--- config.mk ---
export PLATFORM = sky130hd
export DESIGN_NAME = gpa_arbiter
export DESIGN_NICKNAME = d
export VERILOG_FILES = /design/src/logic/gpa_pkg.sv /design/src/logic/gpa_sync.sv /design/src/logic/gpa_arbiter.sv
export VERILOG_INCLUDE_DIRS = /design/src /design/src/logic
export SDC_FILE = /design/constraint.sdc
export NUM_CORES = 1
export LEC_CHECK = 0
export BUFFER_PORTS_ARGS = -buffer_cell sky130_fd_sc_hd__buf_4
export CORE_MARGIN = 1.5
export CORE_UTILIZATION = 55
export DETAILED_ROUTE_END_ITERATION = 16
export PLACE_DENSITY = 0.84
export SLEW_MARGIN = 30
export SYNTH_ARGS = -nofsm -noshare
export SYNTH_HDL_FRONTEND = slang
export SYNTH_SLANG_ARGS = --single-unit
--- constraint.sdc ---
create_clock -name clock -period 2.8 [get_ports clock]
set_input_delay 0.56 -clock clock [delete_from_list [all_inputs] [get_ports clock]]
set_output_delay 0.56 -clock clock [all_outputs]
set_load 0.1 [all_outputs]
--- src/logic/gpa_cfg.svh ---
`ifndef GPA_CFG_SVH
`define GPA_CFG_SVH
// Grant status codes.
`define GPA_ST_READ_HI 3'h0
`define GPA_ST_READ_LO 3'h1
`define GPA_ST_WRITE_LO 3'h2
`define GPA_ST_REQUEST 3'h7
`define GPA_ST_IDLE 3'h7
// Request response window for a port-aware master, in clocks after grant.
`define GPA_PORT_WINDOW 4'h2
// Idle-clock allowance for a plain PCI master.
`define GPA_PCI_WINDOW 5'h10
// Clocks that the pin synchroniser adds before the state machine sees a pin.
`define GPA_SYNC_LATENCY 5'h02
`define GPA_TARGET_WINDOW 2'h2
`endif

--- src/logic/gpa_pkg.sv ---
package gpa_pkg;
  typedef enum logic [2:0] {
    GPA_IDLE = 3'b000,
    GPA_REQ_GNT = 3'b001,
    GPA_DATA_GNT = 3'b010,
    GPA_PIPE_BUSY = 3'b011,
    GPA_DEAD = 3'b100
  } gpa_state_type;
  // Sampled active-high view of the master's bus signals.
  typedef struct packed {
    logic req;
    logic frame;
    logic pipe;
    logic irdy;
  } gpa_bus_in_type;
  // Core side data-grant request.
  typedef struct packed {
    logic valid;
    logic write;
    logic high_pri;
  } gpa_data_req_type;
endpackage

--- src/logic/gpa_sync.sv ---
`timescale 1ns/1ps
// Two-stage synchroniser for the master's pins.
module gpa_sync #(
  parameter int WIDTH = 4
) (
  // Clock and reset
  input wire logic clock,
  input wire logic rst_n,
  // Data
  input wire logic [WIDTH-1:0] d,
  output logic [WIDTH-1:0] q
);
  logic [WIDTH-1:0] stage;
  always_ff @(posedge clock or negedge rst_n) begin
    if (!rst_n) begin
      stage <= '0;
      q <= '0;
    end else begin
      stage <= d;
      q <= stage;
    end
  end
endmodule

--- src/logic/gpa_arbiter.sv ---
`timescale 1ns/1ps
`include "gpa_cfg.svh"
// Function
// Master asserts request when it needs a PCI cycle or pipelined requests.
// Master drops request one clock before dropping the pipelined strobe.
// Request low with strobe high marks last request; next grant may follow.
// Master leaves request low one clock between back-to-back pipe bursts.
// Master should combine many address requests into one pipe burst.
// Master drops request with frame unless another request is pending.
// Sideband-configured master never issues pipelined requests on AD.
// Grant starts activity; status code meaningful only while grant asserted.
// Request grant holds until frame or pipelined strobe sampled asserted.
// Master asserts frame or strobe one or two clocks after grant.
// Missing response within window lets arbiter withdraw grant, mark dead.
// Plain PCI master is inoperative only after 16 idle clocks.
// Read or write data grant lasts exactly one clock.
// Code 111 grants PCI cycle or pipe request until frame or strobe.
// Code 00x grants read data; master accepts from next edge.
// Target asserts TRDY and drives read data one or two clocks later.
// Code 010 grants write data; target accepts from next clock.
// Master asserts IRDY and drives write data one or two clocks later.
// Master accepts pipelined grants for back-to-back data.
// Grant drops the clock after frame or strobe is sampled.
module gpa_arbiter
  import gpa_pkg::*;
(
  // Clock and reset
  input wire logic clock,
  input wire logic rst_n,
  // Master pins, active low, asynchronous to the core
  input wire logic req_n,
  input wire logic frame_n,
  input wire logic pipe_n,
  input wire logic irdy_n,
  // Configuration
  input wire logic plain_pci_master,
  input wire logic sideband_address_port,
  // Core requests for data grants
  input wire gpa_data_req_type data_req,
  output logic data_req_taken,
  // Target read engine start
  output logic read_start,
  // Arbiter pins
  output logic gnt_n,
  output logic [2:0] grant_status_code,
  // Status
  output logic master_dead
);
  gpa_bus_in_type bus;
  gpa_state_type state;
  gpa_state_type next_state;
  logic [4:0] wait_count;
  logic [4:0] next_wait_count;
  logic [2:0] next_code;
  logic next_gnt;
  logic next_taken;
  logic next_read_start;

  gpa_sync #(
    .WIDTH(4)
  ) i_gpa_sync (
    .clock(clock),
    .rst_n(rst_n),
    .d({~req_n, ~frame_n, ~pipe_n, ~irdy_n}),
    .q(bus)
  );

  function automatic logic [2:0] data_code(input gpa_data_req_type r);
    if (r.write) begin
      data_code = `GPA_ST_WRITE_LO;
    end else if (r.high_pri) begin
      data_code = `GPA_ST_READ_HI;
    end else begin
      data_code = `GPA_ST_READ_LO;
    end
  endfunction

  wire started = bus.frame | (bus.pipe & ~sideband_address_port);
  // The pins reach the state machine two clocks late, so each response
  // window is stretched by the synchroniser depth; without this a master
  // that answers on time would be declared dead.
  wire [4:0] window = (plain_pci_master ? `GPA_PCI_WINDOW :
                      {1'b0, `GPA_PORT_WINDOW}) + `GPA_SYNC_LATENCY;
  wire timed_out = (wait_count >= window);
  // The last request of a burst is flagged by request low with strobe high.
  wire pipe_last = bus.pipe & ~bus.req;
  wire bus_free = ~bus.frame & ~bus.irdy & ~bus.pipe;

  always_comb begin
    next_state = state;
    next_wait_count = wait_count;
    next_code = `GPA_ST_IDLE;
    next_gnt = 1'b0;
    next_taken = 1'b0;
    next_read_start = 1'b0;
    case (state)
      GPA_IDLE: begin
        next_wait_count = '0;
        if (data_req.valid) begin
          next_gnt = 1'b1;
          next_code = data_code(data_req);
          next_taken = 1'b1;
          next_read_start = ~data_req.write;
          next_state = GPA_DATA_GNT;
        end else if (bus.req && bus_free) begin
          next_gnt = 1'b1;
          next_code = `GPA_ST_REQUEST;
          next_state = GPA_REQ_GNT;
        end
      end
      GPA_REQ_GNT: begin
        if (started) begin
          next_state = bus.pipe ? GPA_PIPE_BUSY : GPA_IDLE;
        end else if (timed_out) begin
          next_state = GPA_DEAD;
        end else begin
          next_gnt = 1'b1;
          next_code = `GPA_ST_REQUEST;
          next_wait_count = wait_count + 5'h01;
        end
      end
      GPA_DATA_GNT: begin
        next_state = GPA_IDLE;
      end
      GPA_PIPE_BUSY: begin
        // Data grants may be issued from IDLE on the clock after the last request is flagged.
        if (pipe_last || !bus.pipe) begin
          next_state = GPA_IDLE;
        end
      end
      GPA_DEAD: begin
        next_state = GPA_DEAD;
      end
      default: begin
        next_state = GPA_IDLE;
      end
    endcase
  end

  always_ff @(posedge clock or negedge rst_n) begin
    if (!rst_n) begin
      state <= GPA_IDLE;
      wait_count <= '0;
      gnt_n <= 1'b1;
      grant_status_code <= `GPA_ST_IDLE;
      data_req_taken <= 1'b0;
      read_start <= 1'b0;
      master_dead <= 1'b0;
    end else begin
      state <= next_state;
      wait_count <= next_wait_count;
      gnt_n <= ~next_gnt;
      grant_status_code <= next_code;
      data_req_taken <= next_taken;
      read_start <= next_read_start;
      master_dead <= (next_state == GPA_DEAD);
    end
  end

  property p_data_one_clock;
    @(posedge clock) disable iff (!rst_n)
    (!gnt_n && grant_status_code != `GPA_ST_REQUEST) |=> gnt_n;
  endproperty
  a_data_one_clock: assert property (p_data_one_clock)
    else $error("data grant held longer than one clock");

  property p_hold_until_start;
    @(posedge clock) disable iff (!rst_n)
    (state == GPA_REQ_GNT && !started && !timed_out) |=> !gnt_n;
  endproperty
  a_hold_until_start: assert property (p_hold_until_start)
    else $error("request grant dropped before frame or strobe");

  property p_drop_after_start;
    @(posedge clock) disable iff (!rst_n)
    (state == GPA_REQ_GNT && started) |=> gnt_n;
  endproperty
  a_drop_after_start: assert property (p_drop_after_start)
    else $error("grant not dropped after start sampled");

  property p_req_code;
    @(posedge clock) disable iff (!rst_n)
    (state == GPA_REQ_GNT) |->
      !gnt_n && grant_status_code == `GPA_ST_REQUEST;
  endproperty
  a_req_code: assert property (p_req_code)
    else $error("request grant without code 111");

  property p_dead_timeout;
    @(posedge clock) disable iff (!rst_n)
    $rose(master_dead) |-> $past(wait_count) >= $past(window);
  endproperty
  a_dead_timeout: assert property (p_dead_timeout)
    else $error("master declared dead too early");

  property p_pci_sixteen;
    @(posedge clock) disable iff (!rst_n)
    ($rose(master_dead) && plain_pci_master) |->
      $past(wait_count) == `GPA_PCI_WINDOW + `GPA_SYNC_LATENCY;
  endproperty
  a_pci_sixteen: assert property (p_pci_sixteen)
    else $error("plain master not given sixteen clocks");

  property p_dead_no_grant;
    @(posedge clock) disable iff (!rst_n)
    master_dead |-> gnt_n;
  endproperty
  a_dead_no_grant: assert property (p_dead_no_grant)
    else $error("grant while master dead");

  property p_read_code;
    @(posedge clock) disable iff (!rst_n)
    read_start |-> !gnt_n && grant_status_code[2:1] == 2'b00;
  endproperty
  a_read_code: assert property (p_read_code)
    else $error("read start without 00x grant");

  property p_write_code;
    @(posedge clock) disable iff (!rst_n)
    (data_req_taken && !read_start) |->
      grant_status_code == `GPA_ST_WRITE_LO;
  endproperty
  a_write_code: assert property (p_write_code)
    else $error("write grant without code 010");

  property p_last_frees;
    @(posedge clock) disable iff (!rst_n)
    (state == GPA_PIPE_BUSY && pipe_last) |=> state == GPA_IDLE;
  endproperty
  a_last_frees: assert property (p_last_frees)
    else $error("last request not used to free arbiter");
endmodule

## Yosys cells after proc, flatten, opt, wreduce, memory -nomap -nowiden

Index checks and enable logic that the tools add are counted.
Widths: inputs -> output; s select.

| storage, ports and cells | value |
|---|---|
| word-level logic and storage cells | 64 |
| output and inout port bits | 7 |
| bits of input ports | 11 |
| register bits after elaboration | 23 |

| operators by class | value |
|---|---|
| multiplexer cells | 24 |
| equal/unequal tests | 6 |
| add/subtract/negate cells | 2 |
| bitwise gates (word level) | 16 |
| order comparisons | 1 |
| reduce and logical (&&, ||, !) cells | 6 |

Operators by type and width:

| cell | number |
|---|---|
| $mux 3 | 7 |
| $mux 5 | 3 |
| $pmux 3 s4 | 1 |
| $not 1->1 | 11 |
| $pmux 5 s2 | 1 |
| $mux 1 | 9 |
| $eq 3x3->1 const B | 2 |
| $add 5x1->5 const B | 1 |
| $add 5x2->5 const B | 1 |
| $ge 5x5->1 | 1 |
| $and 1x1->1 | 4 |
| $mux 2 | 2 |
| $ne 2x2->1 const B | 2 |
| $eq 3x1->1 const B | 1 |
| $eq 3x2->1 const B | 1 |
| $logic_not 3->1 | 1 |
| $reduce_and 3->1 | 1 |
| $pmux 1 s2 | 1 |
| $reduce_bool 2->1 | 1 |
| $logic_and 1x1->1 | 1 |
| $logic_not 1->1 | 1 |
| $logic_or 1x1->1 | 1 |
| $or 1x1->1 | 1 |

## Logic depth before layout (Yosys ltp)

Gate-level depths: netlist of the first run.

| depth | value |
|---|---|
| depth after elaboration | 8 |
| mapped depth | 6 |
| mapped depth without buffers | 6 |

## By module

From an unflattened synthesis of the first run, not the netlist that was laid out.

| unflattened totals | value |
|---|---|
| cell total of the unflattened synthesis | 79 |
| area total of the unflattened synthesis | 943.4 um2 |

By module, submodules not included:

| module | area each (um2) | instances | seq. area each (um2) | cells each |
|---|---|---|---|---|
| gpa_arbiter | 743.2 | 1 | 380.4 | 71 |
| gpa_sync | 200.2 | 1 | 200.2 | 8 |

## Worst setup path after synthesis of the first run

OpenSTA, ideal clock, no wires.

| timing path | value |
|---|---|
| kind | input to register |
| from | input port plain_pci_master |
| to | register wait_count[3] |
| setup time | 0.077 ns |
| data required time | 2.723 ns |
| data arrival time | 1.714 ns |
| path slack | 1.008 ns |
| path buffers | 0 |
| stages | 6 |
| path through | inv_1 > ha_1 > o21ai_1 > nand2b_1 > or4_1 > a21oi_1 |

| between the ends | value |
|---|---|
| cells in the longest elaborated chain, start to end | 5 |

Ends and longest elaborated chain:

| item | RTL line | source |
|---|---|---|
| start: declaration | gpa_arbiter.sv:36 | `input wire logic plain_pci_master,` |
| $mux 5 | gpa_arbiter.sv:82 | `` wire [4:0] window = (plain_pci_master ? `GPA_PCI_WINDOW : `` |
| $add 5x2->5 (no line) | - |  |
| $ge 5x5->1 | gpa_arbiter.sv:84 | `wire timed_out = (wait_count >= window);` |
| $ne 2x2->1 (no line) | - |  |
| $reduce_and 3->1 (no line) | - |  |
| end signal: assignment | gpa_arbiter.sv:151 | `wait_count <= next_wait_count;` |
| end: declaration | gpa_arbiter.sv:52 | `logic [4:0] wait_count;` |

No other way between the ends.
A chain may end at the register's enable or synchronous reset.

## Worst setup path after layout of the first run

| timing path | value |
|---|---|
| from | register wait_count[4] |
| to | register wait_count[0] |

| between the ends | value |
|---|---|
| cells in the longest elaborated chain, start to end | 3 |

Ends and longest elaborated chain:

| item | RTL line |
|---|---|
| $ge 5x5->1 | gpa_arbiter.sv:84 |
| $ne 2x2->1 (no line) | - |
| $reduce_and 3->1 (no line) | - |

No other way between the ends.

==> impl_metrics.prom, run 1 <==
# TYPE chip_impl_metric gauge
chip_impl_info{name="run_status",value="completed"} 1
chip_impl_metric{name="drv_slew",unit=""} 0
chip_impl_metric{name="final_layout_size_suffix_gt1_share",unit="%"} 27.1
chip_impl_info{name="top_cells_by_instance_count_after_synthesis",value="19 x sky130_fd_sc_hd__dfrtp_1, 10 x sky130_fd_sc_hd__nand2_1, 8 x sky130_fd_sc_hd__inv_1"} 1
chip_impl_metric{name="rows",unit=""} 15
chip_impl_metric{name="synth.yosys.seq_area_share",unit="%"} 57.7
chip_impl_metric{name="synth_seq_cells",unit=""} 23
chip_impl_metric{name="rrSetupSlack",unit="ps"} 1090
chip_impl_metric{name="dp_hpwl",unit="mm"} 1.32
chip_impl_info{name="cts_tree",value="yes"} 1
chip_impl_metric{name="route.detailed.drc",unit=""} 0
chip_impl_metric{name="cts_max_level",unit=""} 1
chip_impl_metric{name="design.die.area",unit="sq mm"} 0.00209
chip_impl_metric{name="slew_headroom",unit="%"} 66.9
chip_impl_metric{name="area_delta_synth_final",unit="%"} 18.0
chip_impl_metric{name="timing.clock.skew",unit="ps"} 6.54
chip_impl_metric{name="clock_transition_at_the_register_clock_pins_on_the_worst_setup_and_hold_paths_after_cts",unit="ps"} 120
chip_impl_metric{name="critPathRequiredTime",unit="ps"} 3040
chip_impl_metric{name="count_of_cell_types_in_the_netlist",unit=""} 28
chip_impl_metric{name="clock_sinks",unit=""} 23
chip_impl_info{name="startpoint_type",value="flop"} 1
chip_impl_metric{name="syn-mean-instance-area",unit="sq um"} 11.6
chip_impl_metric{name="gpl.final_weighted_congestion",unit=""} 0.775
chip_impl_metric{name="critical_path_peak_fanout",unit=""} 7
chip_impl_metric{name="cts.hold.buffers_added",unit=""} 0
chip_impl_metric{name="grt_first_pass_wirelength",unit="mm"} 2.90
chip_impl_metric{name="final_core_util",unit="%"} 68.8
chip_impl_metric{name="fin_setup_tns",unit="ps"} 0
chip_impl_metric{name="post_synth_and_or_nand_nor_area_fraction",unit="%"} 22.4
chip_impl_metric{name="cts.path.max_buffers",unit=""} 2
chip_impl_metric{name="cts-resized-gates",unit=""} 0
chip_impl_info{name="worst_min_delay_path_class",value="primary input to async pin"} 1
chip_impl_metric{name="setup_violations",unit=""} 0
chip_impl_metric{name="grt_start_max_net_pins",unit=""} 24
chip_impl_metric{name="leakage",unit="nW"} 0.569
chip_impl_metric{name="synth.mux.area_fraction",unit="%"} 2.99
chip_impl_metric{name="number_of_global_route_vias_before_repair",unit=""} 678
chip_impl_metric{name="worst_slack",unit="ps"} 1090
chip_impl_metric{name="final_nets",unit=""} 123
chip_impl_metric{name="fraction_of_the_mapped_netlist_area_in_compound_gates",unit="%"} 8.46
chip_impl_metric{name="postRouteAntennaNets",unit=""} 0
chip_impl_metric{name="mappedNetlistNets",unit=""} 102
chip_impl_metric{name="starting_density_of_the_core",unit="%"} 58.3
chip_impl_metric{name="drtPass1Iterations",unit=""} 4
chip_impl_metric{name="worst_ep_arrival_time",unit="ps"} 1950
chip_impl_info{name="reg_to_reg_critical_path_startpoint",value="wait_count[4]"} 1
chip_impl_metric{name="final_hold_viol_count",unit=""} 0
chip_impl_metric{name="max_cap_viol_count",unit=""} 0
chip_impl_metric{name="yosys.area_share.adder",unit="%"} 4.98
chip_impl_info{name="yosysTopAreaCell",value="sky130_fd_sc_hd__dfrtp_1"} 1
chip_impl_metric{name="share_of_the_synthesized_area_in_the_top_cell_type",unit="%"} 47.3
chip_impl_info{name="dominant_combinational_cell_family_by_area_after_synthesis",value="simple AND/OR/NAND/NOR gates"} 1
chip_impl_metric{name="fill_cell_instance_count_of_the_final_layout",unit=""} 138
chip_impl_metric{name="yosysWarningCount",unit=""} 0
chip_impl_info{name="synth_most_common_cell",value="sky130_fd_sc_hd__dfrtp_1"} 1
chip_impl_metric{name="vias",unit=""} 715
chip_impl_metric{name="worstRegToRegCells",unit=""} 5
chip_impl_metric{name="port-buffer-count",unit=""} 17
chip_impl_metric{name="synthesis.instances",unit=""} 87
chip_impl_info{name="critical_path_end_type",value="flop"} 1
chip_impl_metric{name="antenna_found_initial",unit=""} 0
chip_impl_info{name="worstSetupPathType",value="flop to flop"} 1
chip_impl_metric{name="dp_slack",unit="ps"} 759
chip_impl_metric{name="synth_xor_xnor_area_share",unit="%"} 0
chip_impl_metric{name="wire_per_inst",unit="um"} 13.2
chip_impl_metric{name="drt_iter0_drc",unit=""} 14
chip_impl_info{name="worst_r2r_endpoint",value="wait_count[0]"} 1
chip_impl_metric{name="die_w",unit="um"} 45.8
chip_impl_metric{name="place_inst",unit=""} 128
chip_impl_metric{name="coreArea",unit="sq mm"} 0.00173
chip_impl_metric{name="grt_util_all_layers",unit="%"} 20.3
chip_impl_metric{name="synth_async_sr_flop_share",unit="%"} 100
chip_impl_info{name="setup_repair_after_global_routing_missed_its_margin",value="false"} 1
chip_impl_metric{name="route.detailed.vias_per_inst",unit=""} 5.42
chip_impl_metric{name="period_needed",unit="ps"} 1710
chip_impl_info{name="synth_area_leaders",value="sky130_fd_sc_hd__dfrtp_1 47%, sky130_fd_sc_hd__dfstp_2 10%, sky130_fd_sc_hd__ha_1 5.0%, sky130_fd_sc_hd__nand2b_1 4.4%, sky130_fd_sc_hd__nand2_1 3.7%"} 1
chip_impl_metric{name="synth_enable_flop_cells",unit=""} 0
chip_impl_metric{name="instances_no_fill",unit=""} 132
chip_impl_metric{name="cts-buffers-inserted",unit=""} 3
chip_impl_metric{name="synthesis.area",unit="sq mm"} 0.00101
chip_impl_metric{name="clkLatencyLatePin",unit="ps"} 310
chip_impl_metric{name="irDropWorstVdd",unit="uV"} 332
chip_impl_metric{name="fin_crit_sh",unit="%"} 61.1
chip_impl_metric{name="post_cts_setup_bufs",unit=""} 0
chip_impl_metric{name="power_density",unit="mW/mm^2"} 551
chip_impl_info{name="critPathLaunch",value="wait_count[4]"} 1
chip_impl_info{name="cts-root-buf",value="sky130_fd_sc_hd__clkbuf_4"} 1
chip_impl_metric{name="top_level_ports",unit=""} 18
chip_impl_metric{name="diodes",unit=""} 0
chip_impl_info{name="ys_dominant_reg_cell",value="sky130_fd_sc_hd__dfrtp_1"} 1
chip_impl_metric{name="max_clock_freq",unit="MHz"} 584
chip_impl_metric{name="floorplan.die.height",unit="um"} 45.8
chip_impl_metric{name="gr-total-overflow",unit=""} 0
chip_impl_metric{name="worst_pin_slew",unit="ps"} 493
chip_impl_metric{name="route.final.wire_length",unit="mm"} 1.74
stage by stage:
step | power [mW] | hold slack [ps] | instance area (sq um)
after detailed placement | 0.512 | 335 | 1160
after global routing | 0.688 | 100 | 1190
after floorplan | 0.471 | 264 | 1010
after CTS | 0.665 | 106 | 1190
final | 0.655 | 106 | 1190
after global placement | 0.508 | 331 | 1160
cell type report:
class                           instances  area, sq um  area share [%]
Clock buffer                            3         22.5            1.90
Clock inverter                          1         5.00           0.421
Inverter                                8         30.0            2.53
Multi-Input combinational cell         55          390            32.9
Sequential cell                        23          581            48.9
Tap cell                               25         31.3            2.63
Timing Repair Buffer                   17          128            10.7
state kept, by name (all words and copies together) (netlist names):
register / count
i_gpa_sync.q: 4
read_start: 1
i_gpa_sync.stage: 4
state: 3
grant_status_code: 3
data_req_taken: 1
gnt_n: 1
wait_count: 5
master_dead: 1
how the worst max path moves through the flow:
stage	slack [ps]	cells after the start	endpoint
3_5_place_dp	760	7	wait_count[0]
3_3_place_gp	870	7	wait_count[1]
4_1_cts	1060	5	wait_count[0]
5_1_grt	970	5	wait_count[2]
2_1_floorplan	1010	6	wait_count[3]
6_report	1090	5	wait_count[0]
critical path: stages, from the launching register on:
cell,delay [ps]
sky130_fd_sc_hd__dfrtp_1,420
sky130_fd_sc_hd__ha_1,290
sky130_fd_sc_hd__o21ai_1,70
sky130_fd_sc_hd__nand2b_1,190
sky130_fd_sc_hd__nor4b_4,440
sky130_fd_sc_hd__mux2i_1,240
kinds of logic (layout without fill, tap and decap cells):
group / Yosys count / count (layout)
simple gates: 35 / 35
flops: 23 / 23
compound gates: 13 / 13
buf+inv: 9 / 29
mux: 3 / 3
fa+ha+maj: 4 / 4
power by group:
part           switching [mW]  internal [mW]  leakage (nW)  total (mW)
clock network          0.0959         0.0534        0.0177       0.149
registers              0.0109          0.354         0.285       0.365
logic                   0.104         0.0373         0.266       0.141
total                   0.210          0.444         0.569       0.655
layer usage:
layer	share of wire, %	GRT usage, %
met1	43	24.4
met2	49	32.1
met3	4.2	4.76
met4	4.0	13.7
met5	0	0
cell usage in the layout (no fill, tap or decap), types with 3 or more instances in the layout:
| cell type | synthesis | layout |
|---|---|---|
| sky130_fd_sc_hd__inv_1 | 8 | 8 |
| sky130_fd_sc_hd__ha_1 | 4 | 4 |
| sky130_fd_sc_hd__dfrtp_1 | 19 | 19 |
| sky130_fd_sc_hd__nand2_1 | 10 | 10 |
| sky130_fd_sc_hd__nor2_1 | 3 | 3 |
| sky130_fd_sc_hd__mux2i_1 | 3 | 3 |
| sky130_fd_sc_hd__dfstp_2 | 4 | 4 |
| sky130_fd_sc_hd__buf_4 | 0 | 17 |
| sky130_fd_sc_hd__nand2b_1 | 7 | 7 |
| sky130_fd_sc_hd__clkbuf_4 | 0 | 3 |
| sky130_fd_sc_hd__o21ai_0 | 4 | 4 |
(Power assumes the default switching activity.)
==> run 2: changes to the inputs <==
Settings changed: CORE_UTILIZATION 55 to 53, PLACE_DENSITY 0.84 to 0.81.
Clock period 2.8 ns to 1.7 ns, I/O delays scaled along.
==> run 2 against run 1 <==
The flow now finishes with violations (negative setup slack); clock power is 63% higher; non-clock buffer count is 5 higher; utilization is 2.6 points higher; maximum frequency is 4.3% lower; final area is 5.0% higher; largest power group unchanged.
==> impl_metrics.prom, run 2 (synthesized netlist as in run 1, its figures left out) <==
# TYPE chip_impl_metric gauge
chip_impl_metric{name="rrSetupSlack",unit="ps"} -90
chip_impl_metric{name="area_delta_synth_final",unit="%"} 23.9
chip_impl_metric{name="leakage",unit="nW"} 0.598
chip_impl_metric{name="vias",unit=""} 753
chip_impl_metric{name="number_of_global_route_vias_before_repair",unit=""} 733
chip_impl_info{name="worstSetupPathType",value="flop to flop"} 1
chip_impl_metric{name="largest_register_ffs",unit=""} 5
chip_impl_metric{name="route.detailed.vias_per_inst",unit=""} 5.50
chip_impl_info{name="run_status",value="complete, but fails checks"} 1
chip_impl_metric{name="irDropWorstVdd",unit="uV"} 687
chip_impl_metric{name="grt_start_max_net_pins",unit=""} 24
chip_impl_metric{name="dp_hpwl",unit="mm"} 1.27
chip_impl_metric{name="clock_transition_at_the_register_clock_pins_on_the_worst_setup_and_hold_paths_after_cts",unit="ps"} 120
chip_impl_info{name="worst_min_delay_path_class",value="primary input to flop"} 1
chip_impl_metric{name="gr-total-overflow",unit=""} 0
chip_impl_metric{name="setup_violations",unit=""} 5
chip_impl_info{name="layout.cells.most_common_list",value="21 x sky130_fd_sc_hd__buf_4, 19 x sky130_fd_sc_hd__dfrtp_1, 10 x sky130_fd_sc_hd__nand2_1"} 1
chip_impl_info{name="top_regs",value="wait_count: 5 flops, i_gpa_sync.q: 4 flops, i_gpa_sync.stage: 4 flops"} 1
chip_impl_metric{name="worstRegToRegCells",unit=""} 5
chip_impl_metric{name="die_w",unit="um"} 46.6
chip_impl_info{name="layout_commonest_cell",value="sky130_fd_sc_hd__buf_4"} 1
chip_impl_metric{name="worst_path_largest_cell_delay",unit="ps"} 540
chip_impl_metric{name="fin_crit_sh",unit="%"} 105
chip_impl_info{name="crit_chain",value="ha_1 -> o21ai_1 -> nand2b_1 -> or4_4 -> a21oi_2"} 1
chip_impl_metric{name="critPathRequiredTime",unit="ps"} 1940
chip_impl_metric{name="drtPass1Iterations",unit=""} 4
chip_impl_metric{name="max_clock_freq",unit="MHz"} 559
chip_impl_metric{name="clock_sinks",unit=""} 23
chip_impl_info{name="largest_register",value="wait_count"} 1
chip_impl_metric{name="starting_density_of_the_core",unit="%"} 57.6
chip_impl_metric{name="worst_pin_slew",unit="ps"} 449
chip_impl_metric{name="clkLatencyLatePin",unit="ps"} 300
chip_impl_metric{name="final_layout_size_suffix_gt1_share",unit="%"} 32.1
chip_impl_info{name="worst_r2r_endpoint",value="wait_count[4]"} 1
chip_impl_metric{name="slew_headroom",unit="%"} 69.7
chip_impl_metric{name="instances_no_fill",unit=""} 137
chip_impl_metric{name="worst_slack",unit="ps"} -88.5
chip_impl_metric{name="fill_cell_instance_count_of_the_final_layout",unit=""} 127
chip_impl_metric{name="drv_slew",unit=""} 0
chip_impl_metric{name="design.die.area",unit="sq mm"} 0.00217
chip_impl_info{name="setup_repair_after_global_routing_missed_its_margin",value="true"} 1
chip_impl_metric{name="gpl.final_weighted_congestion",unit=""} 0.766
chip_impl_metric{name="critical_path_peak_fanout",unit=""} 6
chip_impl_info{name="reg_to_reg_critical_path_startpoint",value="wait_count[4]"} 1
chip_impl_metric{name="diodes",unit=""} 0
chip_impl_metric{name="cts_max_level",unit=""} 1
chip_impl_metric{name="route.final.wire_length",unit="mm"} 1.88
chip_impl_metric{name="antenna_found_initial",unit=""} 0
chip_impl_metric{name="final_nets",unit=""} 128
chip_impl_metric{name="wire_per_inst",unit="um"} 13.7
chip_impl_metric{name="worst_ep_arrival_time",unit="ps"} 2030
chip_impl_metric{name="timing.hold.worst_path_depth",unit=""} 2
chip_impl_info{name="cts-root-buf",value="sky130_fd_sc_hd__clkbuf_4"} 1
chip_impl_metric{name="coreArea",unit="sq mm"} 0.00175
chip_impl_info{name="failing_checks",value="negative setup slack"} 1
chip_impl_metric{name="period_needed",unit="ps"} 1790
chip_impl_metric{name="timing.clock.skew",unit="ps"} 7.45
chip_impl_metric{name="max_cap_viol_count",unit=""} 0
chip_impl_info{name="startpoint_type",value="flop"} 1
chip_impl_metric{name="cts-buffers-inserted",unit=""} 3
chip_impl_metric{name="top_level_ports",unit=""} 18
chip_impl_metric{name="floorplan.die.height",unit="um"} 46.6
chip_impl_info{name="critical_path_end_type",value="flop"} 1
chip_impl_metric{name="cts.path.max_buffers",unit=""} 2
chip_impl_metric{name="grt_first_pass_wirelength",unit="mm"} 3.01
chip_impl_metric{name="grt_util_all_layers",unit="%"} 20.0
chip_impl_info{name="cts_tree",value="yes"} 1
chip_impl_metric{name="postRouteAntennaNets",unit=""} 0
chip_impl_metric{name="rows",unit=""} 15
chip_impl_metric{name="post-layout-total-power",unit="mW"} 1.09
chip_impl_metric{name="port-buffer-count",unit=""} 17
chip_impl_metric{name="final_hold_viol_count",unit=""} 0
chip_impl_metric{name="route.detailed.drc",unit=""} 0
chip_impl_metric{name="place_inst",unit=""} 129
chip_impl_info{name="hold-path-endpoint",value="i_gpa_sync.stage[2]"} 1
chip_impl_info{name="hold_crit_start",value="frame_n"} 1
chip_impl_metric{name="power_density",unit="mW/mm^2"} 873
chip_impl_info{name="worst_path_max_delay_cell",value="sky130_fd_sc_hd__or4_4"} 1
chip_impl_metric{name="drt_iter0_drc",unit=""} 10
-- run 2: area by class of cell --
class	instances	area, sq um	share of cell area [%]
inverter	8	30.0	2.41
multi-input combinational	55	409	32.8
clock inverter	1	5.00	0.402
sequential	23	581	46.6
tap	25	31.3	2.51
timing repair buffer	22	168	13.5
clock buffer	3	22.5	1.81
-- run 2: report_power, final --
group / internal (mW) / switching, mW / leakage, nW
Clock: 0.0877 / 0.155 / 0.0177
Combinational: 0.0690 / 0.174 / 0.295
Sequential: 0.583 / 0.0187 / 0.285
-- run 2: metal layers --
layer  global-route usage, %  routed length [um]  vias up
met3                    5.49                  88        7
met1                    22.1                 741      367
met4                    11.4                  38        0
met2                    33.9                1010       23
met5                       0                   0        -
li1                        -                   -      356
-- run 2: worst max-delay path by stage --
stage | start | endpoint | slack (ps)
floorplan | plain_pci_master | wait_count[3] | 130
global placement | plain_pci_master | wait_count[1] | -20
detailed placement | plain_pci_master | wait_count[4] | -130
CTS | wait_count[4] | wait_count[4] | 9
global route | wait_count[4] | wait_count[4] | -150
finish | wait_count[4] | wait_count[4] | -90
-- run 2: critical path, delay by kind of cell (launching register included) --
kind / cells / cell delay [ps]
compound gates: 2 / 270
fa+ha+maj: 1 / 300
simple gates: 2 / 740
flops: 1 / 420
-- run 2: timing repair --
action / in CTS / in global routing
buffers inserted: 3 / 0
endpoints found under the setup margin: 2 / 9
hold buffers: 1 / 0
pin swaps: 0 / 2
endpoints found under the hold margin: 19 / 0
gates resized for setup: 2 / 2
-- run 2: through the flow --
step                      TNS [ps]  setup WS [ps]  util, %  hold WS, ps  instance area [sq um]
after floorplan                  0            128        -         44.4                   1010
after global placement       -64.6          -21.4     66.9          238                   1170
after detailed placement      -428           -129     66.9          244                   1170
after CTS                        0           9.47     70.8          148                   1230
after global routing          -837           -147     71.4          141                   1250
final                         -176          -88.5     71.4          153                   1250
